`src/core/dram_mode_pkg.sv`:
```
// constants for the memory init and mode setup block
`default_nettype none
package dram_mode_pkg;
    localparam int unsigned ADDR_W          = 21;
    localparam int unsigned MODE_W          = 18;
    localparam int unsigned LAT_W           = 4;
    // mode word field positions
    localparam int unsigned CFG_LSB         = 0;
    localparam int unsigned BL_LSB          = 3;
    localparam int unsigned MUX_BIT         = 5;
    localparam int unsigned DLL_BIT         = 7;
    localparam int unsigned IMP_BIT         = 8;
    localparam int unsigned ODT_BIT         = 9;
    localparam int unsigned ZERO_LSB        = 10;
    // multiplexed-mode configuration bits in the second part
    localparam int unsigned MUX_CFG_LO      = 3;
    localparam int unsigned MUX_CFG_HI      = 4;
    localparam logic [MODE_W-1:0] MODE_RESET = 18'h00000;
    // burst length codes
    localparam logic [1:0] BL_CODE_2        = 2'h0;
    localparam logic [1:0] BL_CODE_4        = 2'h1;
    localparam logic [1:0] BL_CODE_8        = 2'h2;
    localparam logic [3:0] BL_2             = 4'h2;
    localparam logic [3:0] BL_4             = 4'h4;
    localparam logic [3:0] BL_8             = 4'h8;
    // configuration codes
    localparam logic [2:0] CFG_2            = 3'h2;
    localparam logic [2:0] CFG_3            = 3'h3;
    localparam logic [2:0] CFG_4            = 3'h4;
    localparam logic [2:0] CFG_5            = 3'h5;
    localparam logic [2:0] CFG_RSV_A        = 3'h6;
    localparam logic [2:0] CFG_RSV_B        = 3'h7;
    // device data width: 0 = x9, 1 = x18, 2 = x36
    localparam logic [1:0] DATA_WIDTH_SEL   = 2'h1;
    localparam logic [4:0] TOP_BIT_X9_BL2   = 5'h14;
    // timing in link clock cycles
    localparam int unsigned MODE_WRITE_RECOVERY_TIME = 6;
    localparam int unsigned MIN_INIT_MRS    = 3;
    localparam int unsigned INIT_NOP_COUNT  = 1024;
    localparam int unsigned DLL_LOCK_CYCLES = 1024;
    localparam int unsigned NUM_BANKS       = 8;
    localparam logic [NUM_BANKS-1:0] ALL_BANKS = 8'hff;

    typedef enum logic [4:0] {
        ST_WAIT_MRS = 5'b00001,
        ST_MRS_RUN  = 5'b00010,
        ST_RECOVER  = 5'b00100,
        ST_REFRESH  = 5'b01000,
        ST_READY    = 5'b10000
    } init_state_t;
endpackage
`default_nettype wire

```
`src/core/dram_mode_setup.sv`:
```
// init sequence tracking and mode register of the memory device
`timescale 1ns/100ps
`default_nettype none
module dram_mode_setup
    import dram_mode_pkg::*;
(
    input  wire logic              REF_CLK_I,
    input  wire logic              RST_I,
    input  wire logic              CK_I,
    input  wire logic              CS_N_I,
    input  wire logic              WE_N_I,
    input  wire logic              REF_N_I,
    input  wire logic [2:0]        BANK_SELECT_BITS_I,
    input  wire logic [ADDR_W-1:0] ADDR_I,
    output logic [MODE_W-1:0]      MODE_WORD_O,
    output logic [LAT_W-1:0]       ROW_CYCLE_O,
    output logic [LAT_W-1:0]       READ_LAT_O,
    output logic [LAT_W-1:0]       WRITE_LAT_O,
    output logic [3:0]             BURST_LEN_O,
    output logic [4:0]             ADDR_TOP_BIT_O,
    output logic                   MUX_MODE_O,
    output logic                   DLL_ON_O,
    output logic                   DLL_LOCKED_O,
    output logic                   IMPEDANCE_EXT_O,
    output logic                   ODT_EN_O,
    output logic                   INIT_DONE_O,
    output logic                   CFG_RESERVED_O,
    output logic                   TIMING_ERR_O,
    output logic                   DATA_STALE_O
);
    // pins: two flops each, ck edge found on the second stage
    logic [ADDR_W+5:0] pin_s1_ff, pin_s2_ff;
    logic              ck_d_ff;
    always_ff @(posedge REF_CLK_I) begin
        pin_s1_ff <= {CK_I, CS_N_I, WE_N_I, REF_N_I, BANK_SELECT_BITS_I[0], ADDR_I, 1'b0};
        pin_s2_ff <= pin_s1_ff;
        ck_d_ff   <= pin_s2_ff[ADDR_W+5];
    end
    wire logic              ck_s   = pin_s2_ff[ADDR_W+5];
    wire logic              cs_n   = pin_s2_ff[ADDR_W+4];
    wire logic              we_n   = pin_s2_ff[ADDR_W+3];
    wire logic              ref_n  = pin_s2_ff[ADDR_W+2];
    wire logic [ADDR_W-1:0] addr   = pin_s2_ff[ADDR_W:1];
    wire logic              edge_p = ck_s & ~ck_d_ff;

    // bank address is sampled through its own synchroniser
    logic [2:0] bank_s1_ff, bank_s2_ff;
    always_ff @(posedge REF_CLK_I) begin
        bank_s1_ff <= BANK_SELECT_BITS_I;
        bank_s2_ff <= bank_s1_ff;
    end

    wire logic is_mrs  = edge_p & ~cs_n & ~we_n & ~ref_n;
    wire logic is_bank_refresh_cmd = edge_p & ~cs_n & we_n & ~ref_n;
    wire logic is_nop  = edge_p & cs_n;
    wire logic is_cmd  = edge_p & ~cs_n;

    function automatic logic [7:0] cfg_decode(input logic [2:0] code);
        case (code)
            CFG_2:   cfg_decode = {4'h6, 4'h6};
            CFG_3:   cfg_decode = {4'h8, 4'h8};
            CFG_4:   cfg_decode = {4'h3, 4'h3};
            CFG_5:   cfg_decode = {4'h5, 4'h5};
            default: cfg_decode = {4'h4, 4'h4};
        endcase
    endfunction

    function automatic logic [3:0] bl_decode(input logic [1:0] code);
        if (code == BL_CODE_8)
            bl_decode = BL_8;
        else if (code == BL_CODE_4)
            bl_decode = BL_4;
        else
            bl_decode = BL_2;
    endfunction

    // top used address bit drops one per burst step and width step
    function automatic logic [4:0] top_bit(input logic [3:0] bl);
        logic [4:0] step;
        step = (bl == BL_8) ? 5'h2 : (bl == BL_4) ? 5'h1 : 5'h0;
        top_bit = TOP_BIT_X9_BL2 - step - {3'h0, DATA_WIDTH_SEL};
    endfunction

    // multiplexed mode write: first part held until second part arrives
    logic              mux_mode_ff;
    logic              second_pend_ff;
    logic [ADDR_W-1:0] first_part_ff;
    always_ff @(posedge REF_CLK_I) begin
        if (RST_I) begin
            second_pend_ff <= 1'b0;
            first_part_ff  <= '0;
        end else if (edge_p) begin
            second_pend_ff <= is_mrs & mux_mode_ff;
            if (is_mrs)
                first_part_ff <= addr;
        end
    end

    // assembled word and moment it takes effect
    logic              apply;
    logic [MODE_W-1:0] word;
    logic [2:0]        code;
    always_comb begin
        word = addr[MODE_W-1:0];
        code = addr[CFG_LSB+2:CFG_LSB];
        apply = 1'b0;
        if (mux_mode_ff) begin
            apply = edge_p & second_pend_ff & first_part_ff[MUX_BIT];
            word  = first_part_ff[MODE_W-1:0];
            word[DLL_BIT] = addr[DLL_BIT];
            code  = {addr[MUX_CFG_HI], addr[MUX_CFG_LO], first_part_ff[CFG_LSB]};
            word[CFG_LSB+2:CFG_LSB] = code;
        end else begin
            apply = is_mrs;
        end
    end
    wire logic reserved = (code == CFG_RSV_A) | (code == CFG_RSV_B);

    // settings; reserved codes keep the previous timing
    logic [MODE_W-1:0] mode_ff;
    logic [LAT_W-1:0]  trc_ff, trl_ff;
    logic [3:0]        bl_ff;
    logic              rsv_ff, stale_ff;
    always_ff @(posedge REF_CLK_I) begin
        if (RST_I) begin
            mode_ff     <= MODE_RESET;
            mux_mode_ff <= 1'b0;
            trc_ff      <= 4'h4;
            trl_ff      <= 4'h4;
            bl_ff       <= BL_2;
            rsv_ff      <= 1'b0;
            stale_ff    <= 1'b0;
        end else if (apply) begin
            mode_ff <= word;
            rsv_ff  <= reserved;
            if (!reserved)
                {trc_ff, trl_ff} <= cfg_decode(code);
            bl_ff <= bl_decode(word[BL_LSB+1:BL_LSB]);
            if (bl_decode(word[BL_LSB+1:BL_LSB]) != bl_ff)
                stale_ff <= 1'b1;
            if (!mux_mode_ff && word[MUX_BIT])
                mux_mode_ff <= 1'b1;
        end
    end

    // recovery interval after every mode write
    init_state_t state_ff;
    logic [2:0] rec_ff;
    logic       err_ff;
    wire logic  in_run = is_mrs & ((state_ff == ST_WAIT_MRS) | (state_ff == ST_MRS_RUN));
    always_ff @(posedge REF_CLK_I) begin
        if (RST_I) begin
            rec_ff <= 3'h0;
            err_ff <= 1'b0;
        end else if (edge_p) begin
            if (is_mrs || second_pend_ff)
                rec_ff <= 3'(MODE_WRITE_RECOVERY_TIME - 1);
            else if (rec_ff != 3'h0)
                rec_ff <= rec_ff - 3'h1;
            if (is_cmd && rec_ff != 3'h0 && !in_run && !second_pend_ff)
                err_ff <= 1'b1;
        end
    end

    // init sequence
    logic [1:0]  run_ff;
    logic [10:0] nop_ff;
    logic [NUM_BANKS-1:0] banks_ff;
    always_ff @(posedge REF_CLK_I) begin
        if (RST_I) begin
            state_ff <= ST_WAIT_MRS;
            run_ff   <= 2'h0;
            nop_ff   <= 11'h000;
            banks_ff <= '0;
        end else if (edge_p) begin
            case (state_ff)
                ST_WAIT_MRS: begin
                    if (is_mrs) begin
                        run_ff   <= 2'h1;
                        state_ff <= ST_MRS_RUN;
                    end
                end
                ST_MRS_RUN: begin
                    if (is_mrs) begin
                        if (run_ff != 2'(MIN_INIT_MRS))
                            run_ff <= run_ff + 2'h1;
                    end else if (run_ff == 2'(MIN_INIT_MRS)) begin
                        state_ff <= ST_RECOVER;
                    end else begin
                        state_ff <= ST_WAIT_MRS;
                    end
                end
                ST_RECOVER: begin
                    if (rec_ff == 3'h1 || rec_ff == 3'h0)
                        state_ff <= ST_REFRESH;
                end
                ST_REFRESH: begin
                    if (is_bank_refresh_cmd)
                        banks_ff[bank_s2_ff] <= 1'b1;
                    if (is_nop && nop_ff != 11'(INIT_NOP_COUNT))
                        nop_ff <= nop_ff + 11'h001;
                    if (banks_ff == ALL_BANKS && nop_ff == 11'(INIT_NOP_COUNT))
                        state_ff <= ST_READY;
                end
                ST_READY: state_ff <= ST_READY;
                default:  state_ff <= ST_WAIT_MRS;
            endcase
        end
    end

    // dll lock wait after enabling; low value holds the dll off
    logic [10:0] lock_ff;
    always_ff @(posedge REF_CLK_I) begin
        if (RST_I || !mode_ff[DLL_BIT])
            lock_ff <= 11'h000;
        else if (edge_p && lock_ff != 11'(DLL_LOCK_CYCLES))
            lock_ff <= lock_ff + 11'h001;
    end

    assign MODE_WORD_O     = mode_ff;
    assign ROW_CYCLE_O     = trc_ff;
    assign READ_LAT_O      = trl_ff + {3'h0, mux_mode_ff};
    assign WRITE_LAT_O     = trl_ff + {3'h0, mux_mode_ff} + 4'h1;
    assign BURST_LEN_O     = bl_ff;
    assign ADDR_TOP_BIT_O  = top_bit(bl_ff);
    assign MUX_MODE_O      = mux_mode_ff;
    assign DLL_ON_O        = mode_ff[DLL_BIT];
    assign DLL_LOCKED_O    = mode_ff[DLL_BIT] && (lock_ff == 11'(DLL_LOCK_CYCLES));
    assign IMPEDANCE_EXT_O = mode_ff[IMP_BIT];
    assign ODT_EN_O        = mode_ff[ODT_BIT];
    assign INIT_DONE_O     = state_ff == ST_READY;
    assign CFG_RESERVED_O  = rsv_ff;
    assign TIMING_ERR_O    = err_ff;
    assign DATA_STALE_O    = stale_ff;
endmodule
`default_nettype wire

```
`config.mk`:
```
export PLATFORM = sky130hd
export DESIGN_NAME = dram_mode_setup
export DESIGN_NICKNAME = d
export VERILOG_FILES = /design/src/core/dram_mode_pkg.sv /design/src/core/dram_mode_setup.sv
export SDC_FILE = /design/constraint.sdc
export NUM_CORES = 1
export LEC_CHECK = 0
export BUFFER_PORTS_ARGS = -buffer_cell sky130_fd_sc_hd__buf_2
export CORE_UTILIZATION = 50
export CTS_CLUSTER_DIAMETER = 100
export CTS_CLUSTER_SIZE = 30
export DETAILED_ROUTE_END_ITERATION = 7
export PLACE_DENSITY = 0.74
export REMOVE_ABC_BUFFERS = 1
export SYNTH_ARGS = -nofsm -noshare
export SYNTH_HDL_FRONTEND = slang
export SYNTH_SLANG_ARGS = --single-unit
```
`constraint.sdc`:
```
create_clock -name REF_CLK_I -period 1.8 [get_ports REF_CLK_I]
set_input_delay 0.36 -clock REF_CLK_I [delete_from_list [all_inputs] [get_ports REF_CLK_I]]
set_output_delay 0.36 -clock REF_CLK_I [all_outputs]
set_load 0.05 [all_outputs]
```
==> results of run 1 <==
-- cell families after synthesis --
kind of cell / after synthesis / share of synthesized area (%)
compound gates: 78 / 9.92
xor+xnor: 26 / 4.49
fa+ha+maj: 15 / 3.70
buf+inv: 44 / 4.29
flops: 136 / 53.7
mux: 28 / 5.58
other cells: 2 / 0.148
simple gates: 188 / 18.2
-- layer usage --
metal	part of all wire, %	vias up
met3	5.0	33
met1	40	2007
met2	52	134
li1	-	2022
met4	2.7	0
met5	0	-
-- worst paths after layout --
check	endpoint	slack, ns
setup / recovery	WRITE_LAT_O[3]	-0.50
hold / removal	run_ff[1]$_SDFFE_PP0P_	0.23
setup reg to reg	ROW_CYCLE_O[1]$_SDFFE_PP0P_	-0.25
hold reg to reg	pin_s2_ff[6]$_DFF_P_	0.32
-- stage by stage --
step,instance area (um2),cells
6_report,7090,790
5_1_grt,7090,790
4_1_cts,6770,779
3_5_place_dp,5630,715
3_3_place_gp,5630,715
2_1_floorplan,4910,489
-- report_power, final --
group | internal, uW | leakage, uW | switching, uW
combinational | 198 | 0.00145 | 258
sequential | 3100 | 0.00112 | 54.4
clock | 2020 | 0.000279 | 1320
-- sequential cells by signal, summed over array words and instances, names as in the netlist, 5 cells and up --
register       cells
lock_ff           11
banks_ff           8
pin_s2_ff         22
pin_s1_ff         22
first_part_ff     15
nop_ff            11
state_ff           5
MODE_WORD_O       18
-- critical path, stage by stage (launching register included) --
cell     delay, ns
dfxtp_4       0.35
ha_4          0.17
ha_4          0.16
xor2_2        0.16
nand3_1       0.13
xnor2_1       0.22
buf_4         0.24
-- final cells by class --
cell class / count / area (um2) / area share, %
repair buffers: 136 / 1130 / 16.0
well taps: 133 / 166 / 2.35
clock buffers: 19 / 432 / 6.09
inverters: 14 / 52.6 / 0.741
flip-flops and latches: 136 / 2740 / 38.6
multi-input cells: 339 / 2420 / 34.2
clock inverters: 13 / 146 / 2.06
-- synthesized netlist by cell type, drive strengths merged, types with 7 or more instances --
library cell  number
a211oi            16
mux2i             26
nor2b              7
dfxtp            136
a21oi             37
ha                15
and3               7
xnor2              8
xor2              18
nand3             10
nand4             14
buf               19
clkbuf            11
inv               14
nor2              71
nand2             44
-- what timing repair did --
action                     CTS  global route
hold buffers                25             0
pin swaps                    8            22
resized for setup           44            59
setup endpoints to repair   23            51
gates cloned                 3             2
hold endpoints to repair    25             0
buffers inserted             4            11
==> run metrics, run 1 <==
pre-CTS setup slack=-0.122 ns; Mapped Area=5070 um2; GR Util met1=26.8%; critical register-to-register path startpoint=MUX_MODE_O$_SDFFE_PP0P_; hold path depth=2; commonest non-fill, non-tap cell in the layout=dfxtp_1; Setup violations, final=34; Synth Area per Inst=9.81 um2; Hold Path Class=in2reg; Fill cells=685; clock latency on the worst-skew pair=0.53 ns; DR vias=4,196; hold_sp=RST_I; first-pass GRT wire length=18,500 um; initial antenna violation count=0; top-area cell type share of the netlist area=53.7%; final period utilization=128%; met3 global-route usage=7.53%; Slew headroom=64.2%; CP max FO=2; Most Used Layer, Global Route=met2; DRT Wirelength=12,700 um; Clock Path Buffers=2; share of post-route cells with drive strength above 1=32.1%; row count=36; chip width=103 um; Cell variety after synth=55; Detail Route Antenna Nets=0; max-slew violations=0; Core ar.=9820 um2; crit path time final=2.30 ns; Num Clock Sinks=136; WHS=0.232 ns; CP Data Required Time=1.44 ns; Pleak=0.00285 uW; Syn Inst Count=517; EDFF count, synth=0; kind of critical path=reg2out; overall routing resource usage=23.7%; RSZ-0062 raised after global routing=yes; Final Hold Fails=0; outcome=complete, but fails checks; grt met2 use=41.4%; GP Congestion=0.817; Final Skew=0.00949 ns; CP startpoint=MUX_MODE_O$_SDFFE_PP0P_; Yosys reg bits=136; FFs w/ async S/R, synth=0%; Layout Nets=689; Arr. time, crit path=1.94 ns; GR Overflow Total=0; failing checks=negative setup slack; crit start category=flip-flop; dominant cell type by area after synthesis=dfxtp_1; Initial DRC Count=184; Design Power=6950 uW; # IOs=78; MaxCap Viol Count=0; Reg2Reg Depth=8; Setup TNS=-5.43 ns; Worst Tran Pin Value=0.522 ns; CTS tree=yes; most frequent cells in the layout=dfxtp_1 (127), nor2_1 (62), buf_2 (59), nand2_1 (43), a21oi_1 (33); main flop type after synthesis=dfxtp_1; sequential area share after synthesis=53.7%; CTS Buf Count=17; Area contributors post-synth=dfxtp_1 (54%), nor2_1 (5.3%), mux2i_1 (5.1%); # DRC=0; vias in the first global route=3,894; Yosys warnings=0; Clock Pin Slew Worst Setup and Hold Paths=0.06 ns; pin count of the biggest net entering global routing=36; Pwr per Cell Area=981 nW/um2; CTS root buffer=clkbuf_8; Initial Util=51.6%; post-layout util=72.2%; P&R area growth vs syn=39.8%; DR vias/cell=5.31; f_max=434 MHz; Buffers on Ports=70; Die ar.=10,500 um2; Final WS setup=-0.504 ns; TritonRoute pass-1 iters=4; Peak supply drop=0.756 mV; die height=103 um; H-tree depth=4; HPWL after DPL=6810 um; diodes inserted=0; crit path capture type=output pin; DR WL/cell=16.1 um
Power figures use the tool's default switching activity.
==> run 2, diff against run 1 <==
==> constraint.sdc (replaced) <==
create_clock -name REF_CLK_I -period 1.8 [get_ports REF_CLK_I]
set_input_delay 0.27 -clock REF_CLK_I [delete_from_list [all_inputs] [get_ports REF_CLK_I]]
set_output_delay 0.27 -clock REF_CLK_I [all_outputs]
set_load 0.05 [all_outputs]
==> run 2 against run 1 <==
Count of clock-buffer cells in the layout grew 1. Global-route usage shrank 0.78 points. The flow still finishes with violations (negative setup slack). Highest routed layer unchanged. Critical endpoint unchanged. Largest power group unchanged. Hold slack lost 0.097 ns. Clock power grew 3%.
==> run metrics, run 2 (synthesis results as in run 1) <==
Initial DRC Count=151 (was 184); CTS root buffer=clkbuf_8 (unchanged); hold endpoint=banks_ff[6]$_SDFFE_PP0P_ (was run_ff[1]$_SDFFE_PP0P_); FF/Latch Area=2730 um2 (was 2740 um2); CP max FO=2 (unchanged); hold_sp=RST_I (unchanged); CTS Buf Count=17 (unchanged); CP most frequent cell=ha_4 (unchanged); Arr. time, crit path=1.86 ns (was 1.94 ns); clock latency on the worst-skew pair=0.52 ns (was 0.53 ns); critical register-to-register path startpoint=MUX_MODE_O$_SDFFE_PP0P_ (unchanged); HPWL after DPL=6750 um (was 6810 um); Placed Instances=716 (was 715); final period utilization=118% (was 128%); Clock Pin Slew Worst Setup and Hold Paths=0.06 ns (about the same); reg2reg end=MODE_WORD_O[15]$_SDFFE_PP0P_ (was ROW_CYCLE_O[1]$_SDFFE_PP0P_); pre-CTS setup slack=-0.0812 ns (was -0.122 ns); vias in the first global route=3,944 (was 3,894); # IOs=78 (unchanged); Slew headroom=62.2% (was 64.2%); Final Hold Fails=0 (unchanged); Core ar.=9820 um2 (unchanged); Setup TNS=-4.89 ns (was -5.43 ns); GP Congestion=0.859 (was 0.817); DR WL/cell=15.5 um (was 16.1 um); overall routing resource usage=22.9% (was 23.7%); post-layout util=71.4% (was 72.2%); row count=36 (unchanged); pin count of the biggest net entering global routing=42 (was 36); Layout Nets=689 (unchanged); chip width=103 um (unchanged); TritonRoute pass-1 iters=4 (unchanged); DR vias/cell=5.23 (was 5.31); hold path depth=2 (unchanged); reg2reg setup slack=-0.19 ns (was -0.25 ns); diodes inserted=0 (unchanged); first-pass GRT wire length=18,100 um (was 18,500 um); Non-Filler Instances=789 (was 790); Reg2Reg Depth=8 (unchanged); Final WS setup=-0.327 ns (was -0.504 ns); slowest CP cell=dfxtp_4 (unchanged); Pleak=0.00281 uW (was 0.00285 uW); Hold Path Class=in2reg (unchanged); Setup violations, final=33 (was 34); fin area=7010 um2 (was 7090 um2); MaxCap Viol Count=0 (unchanged); CTS tree=yes (unchanged); area post-placement=5630 um2 (about the same); Worst Tran Pin Value=0.561 ns (was 0.522 ns); Die ar.=10,500 um2 (unchanged); Num Clock Sinks=136 (unchanged); P&R area growth vs syn=38.2% (was 39.8%); Peak supply drop=1.11 mV (was 0.756 mV); Buffers on Ports=70 (unchanged); Detail Route Antenna Nets=0 (unchanged); Multi-input gate area=2370 um2 (was 2420 um2); RSZ-0062 raised after global routing=yes (unchanged); Fill cells=688 (was 685); crit path capture type=output pin (unchanged); GR Overflow Total=0 (unchanged); share of post-route cells with drive strength above 1=29.3% (was 32.1%); die height=103 um (unchanged); DR vias=4,123 (was 4,196); max-slew violations=0 (unchanged); Initial Util=51.6% (unchanged); kind of critical path=reg2out (unchanged); outcome=complete, but fails checks (unchanged); commonest non-fill, non-tap cell in the layout=dfxtp_1 (unchanged); most frequent cells in the layout=dfxtp_1 (130), nor2_1 (71), buf_2 (61), nand2_1 (43), a21oi_1 (35) (was dfxtp_1 (127), nor2_1 (62), buf_2 (59), nand2_1 (43), a21oi_1 (33)); f_max=470 MHz (was 434 MHz); crit start category=flip-flop (unchanged); DRT Wirelength=12,200 um (was 12,700 um); failing checks=negative setup slack (unchanged); Final Skew=0.00687 ns (was 0.00949 ns); ordered cell list for the critical path=ha_4 > ha_4 > xor2_2 > nand3_1 > xnor2_1 > buf_4 (unchanged); CP Data Required Time=1.53 ns (was 1.44 ns); crit-path max cell delay=0.35 ns (about the same); initial antenna violation count=0 (unchanged); # DRC=0 (unchanged); Clock Path Buffers=2 (unchanged); Pwr per Cell Area=1000 nW/um2 (was 981 nW/um2); crit path time final=2.13 ns (was 2.30 ns); H-tree depth=4 (unchanged)
## run 2: repair_timing
action,in CTS,in global routing
pin swaps,13,19
setup buffers,7,8
gates cloned,3,1
hold buffers,25,0
resized for setup,48,31
endpoints found under the setup margin,19,50
endpoints found under the hold margin,25,0
## run 2: final cells by class
class                   instances  share of cell area (%)
flip-flops and latches        136                    39.0
multi-input cells             339                    33.8
repair buffers                136                    15.7
clock buffers                  20                    6.36
well taps                     133                    2.37
clock inverters                11                    2.11
inverters                      14                   0.750
## run 2: worst max path at each step
stage / from / end / slack [ns]
after CTS: MUX_MODE_O$_SDFFE_PP0P_ / WRITE_LAT_O[2] / -0.32
final: MUX_MODE_O$_SDFFE_PP0P_ / WRITE_LAT_O[3] / -0.33
after detailed placement: MUX_MODE_O$_SDFFE_PP0P_ / ROW_CYCLE_O[2]$_SDFFE_PP1P_ / -0.08
after global placement: MUX_MODE_O$_SDFFE_PP0P_ / ROW_CYCLE_O[2]$_SDFFE_PP1P_ / -0.03
after global routing: MUX_MODE_O$_SDFFE_PP0P_ / WRITE_LAT_O[3] / -0.44
after floorplan: MUX_MODE_O$_SDFFE_PP0P_ / ROW_CYCLE_O[2]$_SDFFE_PP1P_ / -2.09
## run 2: layer usage
| metal | vias to the layer above | track usage [%] | share of wire, % |
|---|---|---|---|
| li1 | 2020 | - | - |
| met1 | 1962 | 25.2 | 41 |
| met2 | 119 | 41.6 | 52 |
| met3 | 22 | 6.58 | 4.9 |
| met4 | 0 | 8.68 | 1.7 |
| met5 | - | 0 | 0 |
## run 2: worst max-delay path: cells and delay by family (launching register included)
family        cells  cell delay [ns]
fa+ha+maj         2             0.31
buf+inv           1             0.22
flops             1             0.35
xor+xnor          2             0.33
simple gates      1             0.12
## run 2: metrics by stage
stage	hold WS (ns)	total power, uW
3_3_place_gp	0.310	3540
2_1_floorplan	0.298	3410
5_1_grt	0.128	7250
6_report	0.135	7040
3_5_place_dp	0.313	3550
4_1_cts	0.119	7030
## run 2: power by group
part           total (uW)  switching [uW]  internal (uW)  leakage (uW)
Sequential           3150            51.0           3100       0.00112
Clock                3450            1280           2180      0.000279
Combinational         439             243            196       0.00141
Total                7040            1570           5470       0.00281
==> run 3, diff against run 2 <==
--- a/config.mk
+++ b/config.mk
@@ -10,7 +10,7 @@
 export CTS_CLUSTER_DIAMETER = 100
 export CTS_CLUSTER_SIZE = 30
 export DETAILED_ROUTE_END_ITERATION = 7
-export PLACE_DENSITY = 0.74
+export PLACE_DENSITY = 0.73
 export REMOVE_ABC_BUFFERS = 1
 export SYNTH_ARGS = -nofsm -noshare
 export SYNTH_HDL_FRONTEND = slang
==> run 3 against run 2 <==
The run still ends with negative setup slack left. Clock power grew 11%. Hold slack lost 0.0027 ns. Worst setup slack gained 0.025 ns. Register-to-register slack is essentially flat. Non-clock buffer count grew 12. Die area is the same. Combinational power grew 5.2%. Global-route usage grew 0.92 points. Wire length grew 3.4%. Largest cell class unchanged.
==> run metrics, run 3 (synthesis results as in run 1) <==
CTS tree=yes (unchanged); RSZ-0062 raised after global routing=yes (unchanged); Die ar.=10,500 um2 (unchanged); commonest non-fill, non-tap cell in the layout=dfxtp_1 (unchanged); max-slew violations=0 (unchanged); sw frac=21.3% (was 22.3%); final period utilization=117% (was 118%); vias in the first global route=4,061 (was 3,944); initial antenna violation count=0 (unchanged); chip width=103 um (unchanged); most frequent cells in the layout=dfxtp_1 (127), nor2_1 (71), buf_2 (61), nand2_1 (42), buf_4 (40) (was dfxtp_1 (130), nor2_1 (71), buf_2 (61), nand2_1 (43), a21oi_1 (35)); Peak supply drop=0.849 mV (was 1.11 mV); Final WS setup=-0.302 ns (was -0.327 ns); die height=103 um (unchanged); Placed Instances=720 (was 716); Design Power=7440 uW (was 7040 uW); Detail Route Antenna Nets=0 (unchanged); H-tree depth=4 (unchanged); Buffers on Ports=70 (unchanged); # IOs=78 (unchanged); pin count of the biggest net entering global routing=47 (was 42); cell-internal power=5850 uW (was 5470 uW); Num Clock Sinks=136 (unchanged); Worst Tran Pin Value=0.488 ns (was 0.561 ns); MaxCap Viol Count=0 (unchanged); clock latency on the worst-skew pair=0.53 ns (was 0.52 ns); Hold Path Class=in2reg (unchanged); failing checks=negative setup slack (unchanged); Final Hold Fails=0 (unchanged); row count=36 (unchanged); outcome=complete, but fails checks (unchanged); Reg2Reg Depth=8 (unchanged); crit path capture type=output pin (unchanged); f_max=476 MHz (was 470 MHz); DR vias/cell=5.26 (was 5.23); Slew headroom=66.5% (was 62.2%); reg2reg setup slack=-0.20 ns (was -0.19 ns); Fill cells=666 (was 688); Pleak=0.00293 uW (was 0.00281 uW); Initial Util=51.6% (unchanged); GP Congestion=0.840 (was 0.859); Net Sw Power=1590 uW (was 1570 uW); CP Data Required Time=1.53 ns (about the same); Final Skew=0.00674 ns (was 0.00687 ns); sequential fraction of design power=42.4% (was 44.7%); crit start category=flip-flop (unchanged); share of post-route cells with drive strength above 1=31.2% (was 29.3%); overall routing resource usage=23.8% (was 22.9%); diodes inserted=0 (unchanged); Initial DRC Count=171 (was 151); clock share of power=51.4% (was 49.0%); DRT Wirelength=12,600 um (was 12,200 um); Pwr per Cell Area=1030 nW/um2 (was 1000 nW/um2); hold path depth=2 (unchanged); CTS Buf Count=17 (unchanged); kind of critical path=reg2out (unchanged); TritonRoute pass-1 iters=4 (unchanged); crit path time final=2.10 ns (was 2.13 ns); Layout Nets=701 (was 689); first-pass GRT wire length=18,800 um (was 18,100 um); Setup violations, final=33 (unchanged); Combinational Power Share=6.2% (about the same); P&R area growth vs syn=42.2% (was 38.2%); CTS root buffer=clkbuf_8 (unchanged); # DRC=0 (unchanged); CP max FO=2 (unchanged); DR vias=4,220 (was 4,123); GR Overflow Total=0 (unchanged); Non-Filler Instances=802 (was 789); Clock Pin Slew Worst Setup and Hold Paths=0.06 ns (about the same); Arr. time, crit path=1.83 ns (was 1.86 ns); Core ar.=9820 um2 (unchanged); HPWL after DPL=6830 um (was 6750 um); DR WL/cell=15.8 um (was 15.5 um); Clock Path Buffers=2 (unchanged)
## run 3: cell type report
type | count | area [um2] | area share [%]
inverter | 14 | 52.6 | 0.729
sequential | 136 | 2740 | 37.9
timing repair buffer | 148 | 1230 | 17.0
tap | 133 | 166 | 2.31
multi-input combinational | 339 | 2360 | 32.8
clock buffer | 22 | 473 | 6.56
clock inverter | 10 | 190 | 2.64
## run 3: path summary, 6_finish.rpt
path                                       end               startpoint
setup / recovery                WRITE_LAT_O[2]  MUX_MODE_O$_SDFFE_PP0P_
hold / removal        banks_ff[6]$_SDFFE_PP0P_                    RST_I
setup reg to reg  MODE_WORD_O[11]$_SDFFE_PP0P_  MUX_MODE_O$_SDFFE_PP0P_
hold reg to reg           pin_s2_ff[6]$_DFF_P_     pin_s1_ff[6]$_DFF_P_
## run 3: critical path, stage by stage (launching register included)
cell and delay, ns:
dfxtp_4 0.36, ha_4 0.16, ha_4 0.15, xor2_2 0.15, buf_4 0.16, xor2_2 0.15
buf_6 0.17
## run 3: power groups by stage
| stage | registers [uW] | logic (uW) | clock network (uW) |
|---|---|---|---|
| floorplan | 3240 | 169 | 0 |
| global placement | 3200 | 338 | 0 |
| detailed placement | 3210 | 346 | 0 |
| CTS | 3140 | 410 | 3850 |
| global route | 3160 | 498 | 4010 |
| finish | 3150 | 462 | 3820 |
## run 3: what timing repair did
item / in CTS / in global routing
hold buffers: 25 / 0
buffers inserted: 4 / 18
resized for setup: 37 / 45
pin swaps: 6 / 24
endpoints found under the hold margin: 25 / 0
endpoints found under the setup margin: 19 / 49
gates cloned: 3 / 2
## run 3: stage by stage
| stage | setup TNS, ns | hold slack [ns] | setup slack [ns] | area (um2) | utilization, % |
|---|---|---|---|---|---|
| detailed placement | -0.0594 | 0.312 | -0.0256 | 5680 | 57.8 |
| finish | -4.20 | 0.132 | -0.302 | 7210 | 73.4 |
| global placement | -0.0424 | 0.310 | -0.0268 | 5680 | 57.8 |
| CTS | -3.56 | 0.121 | -0.356 | 6860 | 69.8 |
| floorplan | -54.13 | 0.298 | -2.09 | 4910 | - |
| global route | -6.15 | 0.132 | -0.379 | 7210 | 73.4 |
## run 3: per-layer routing
metal | wire length, um | global-route usage (%)
met3 | 555 | 7.05
met5 | 0 | 0
met2 | 6700 | 44.0
met1 | 5100 | 26.0
met4 | 272 | 7.58
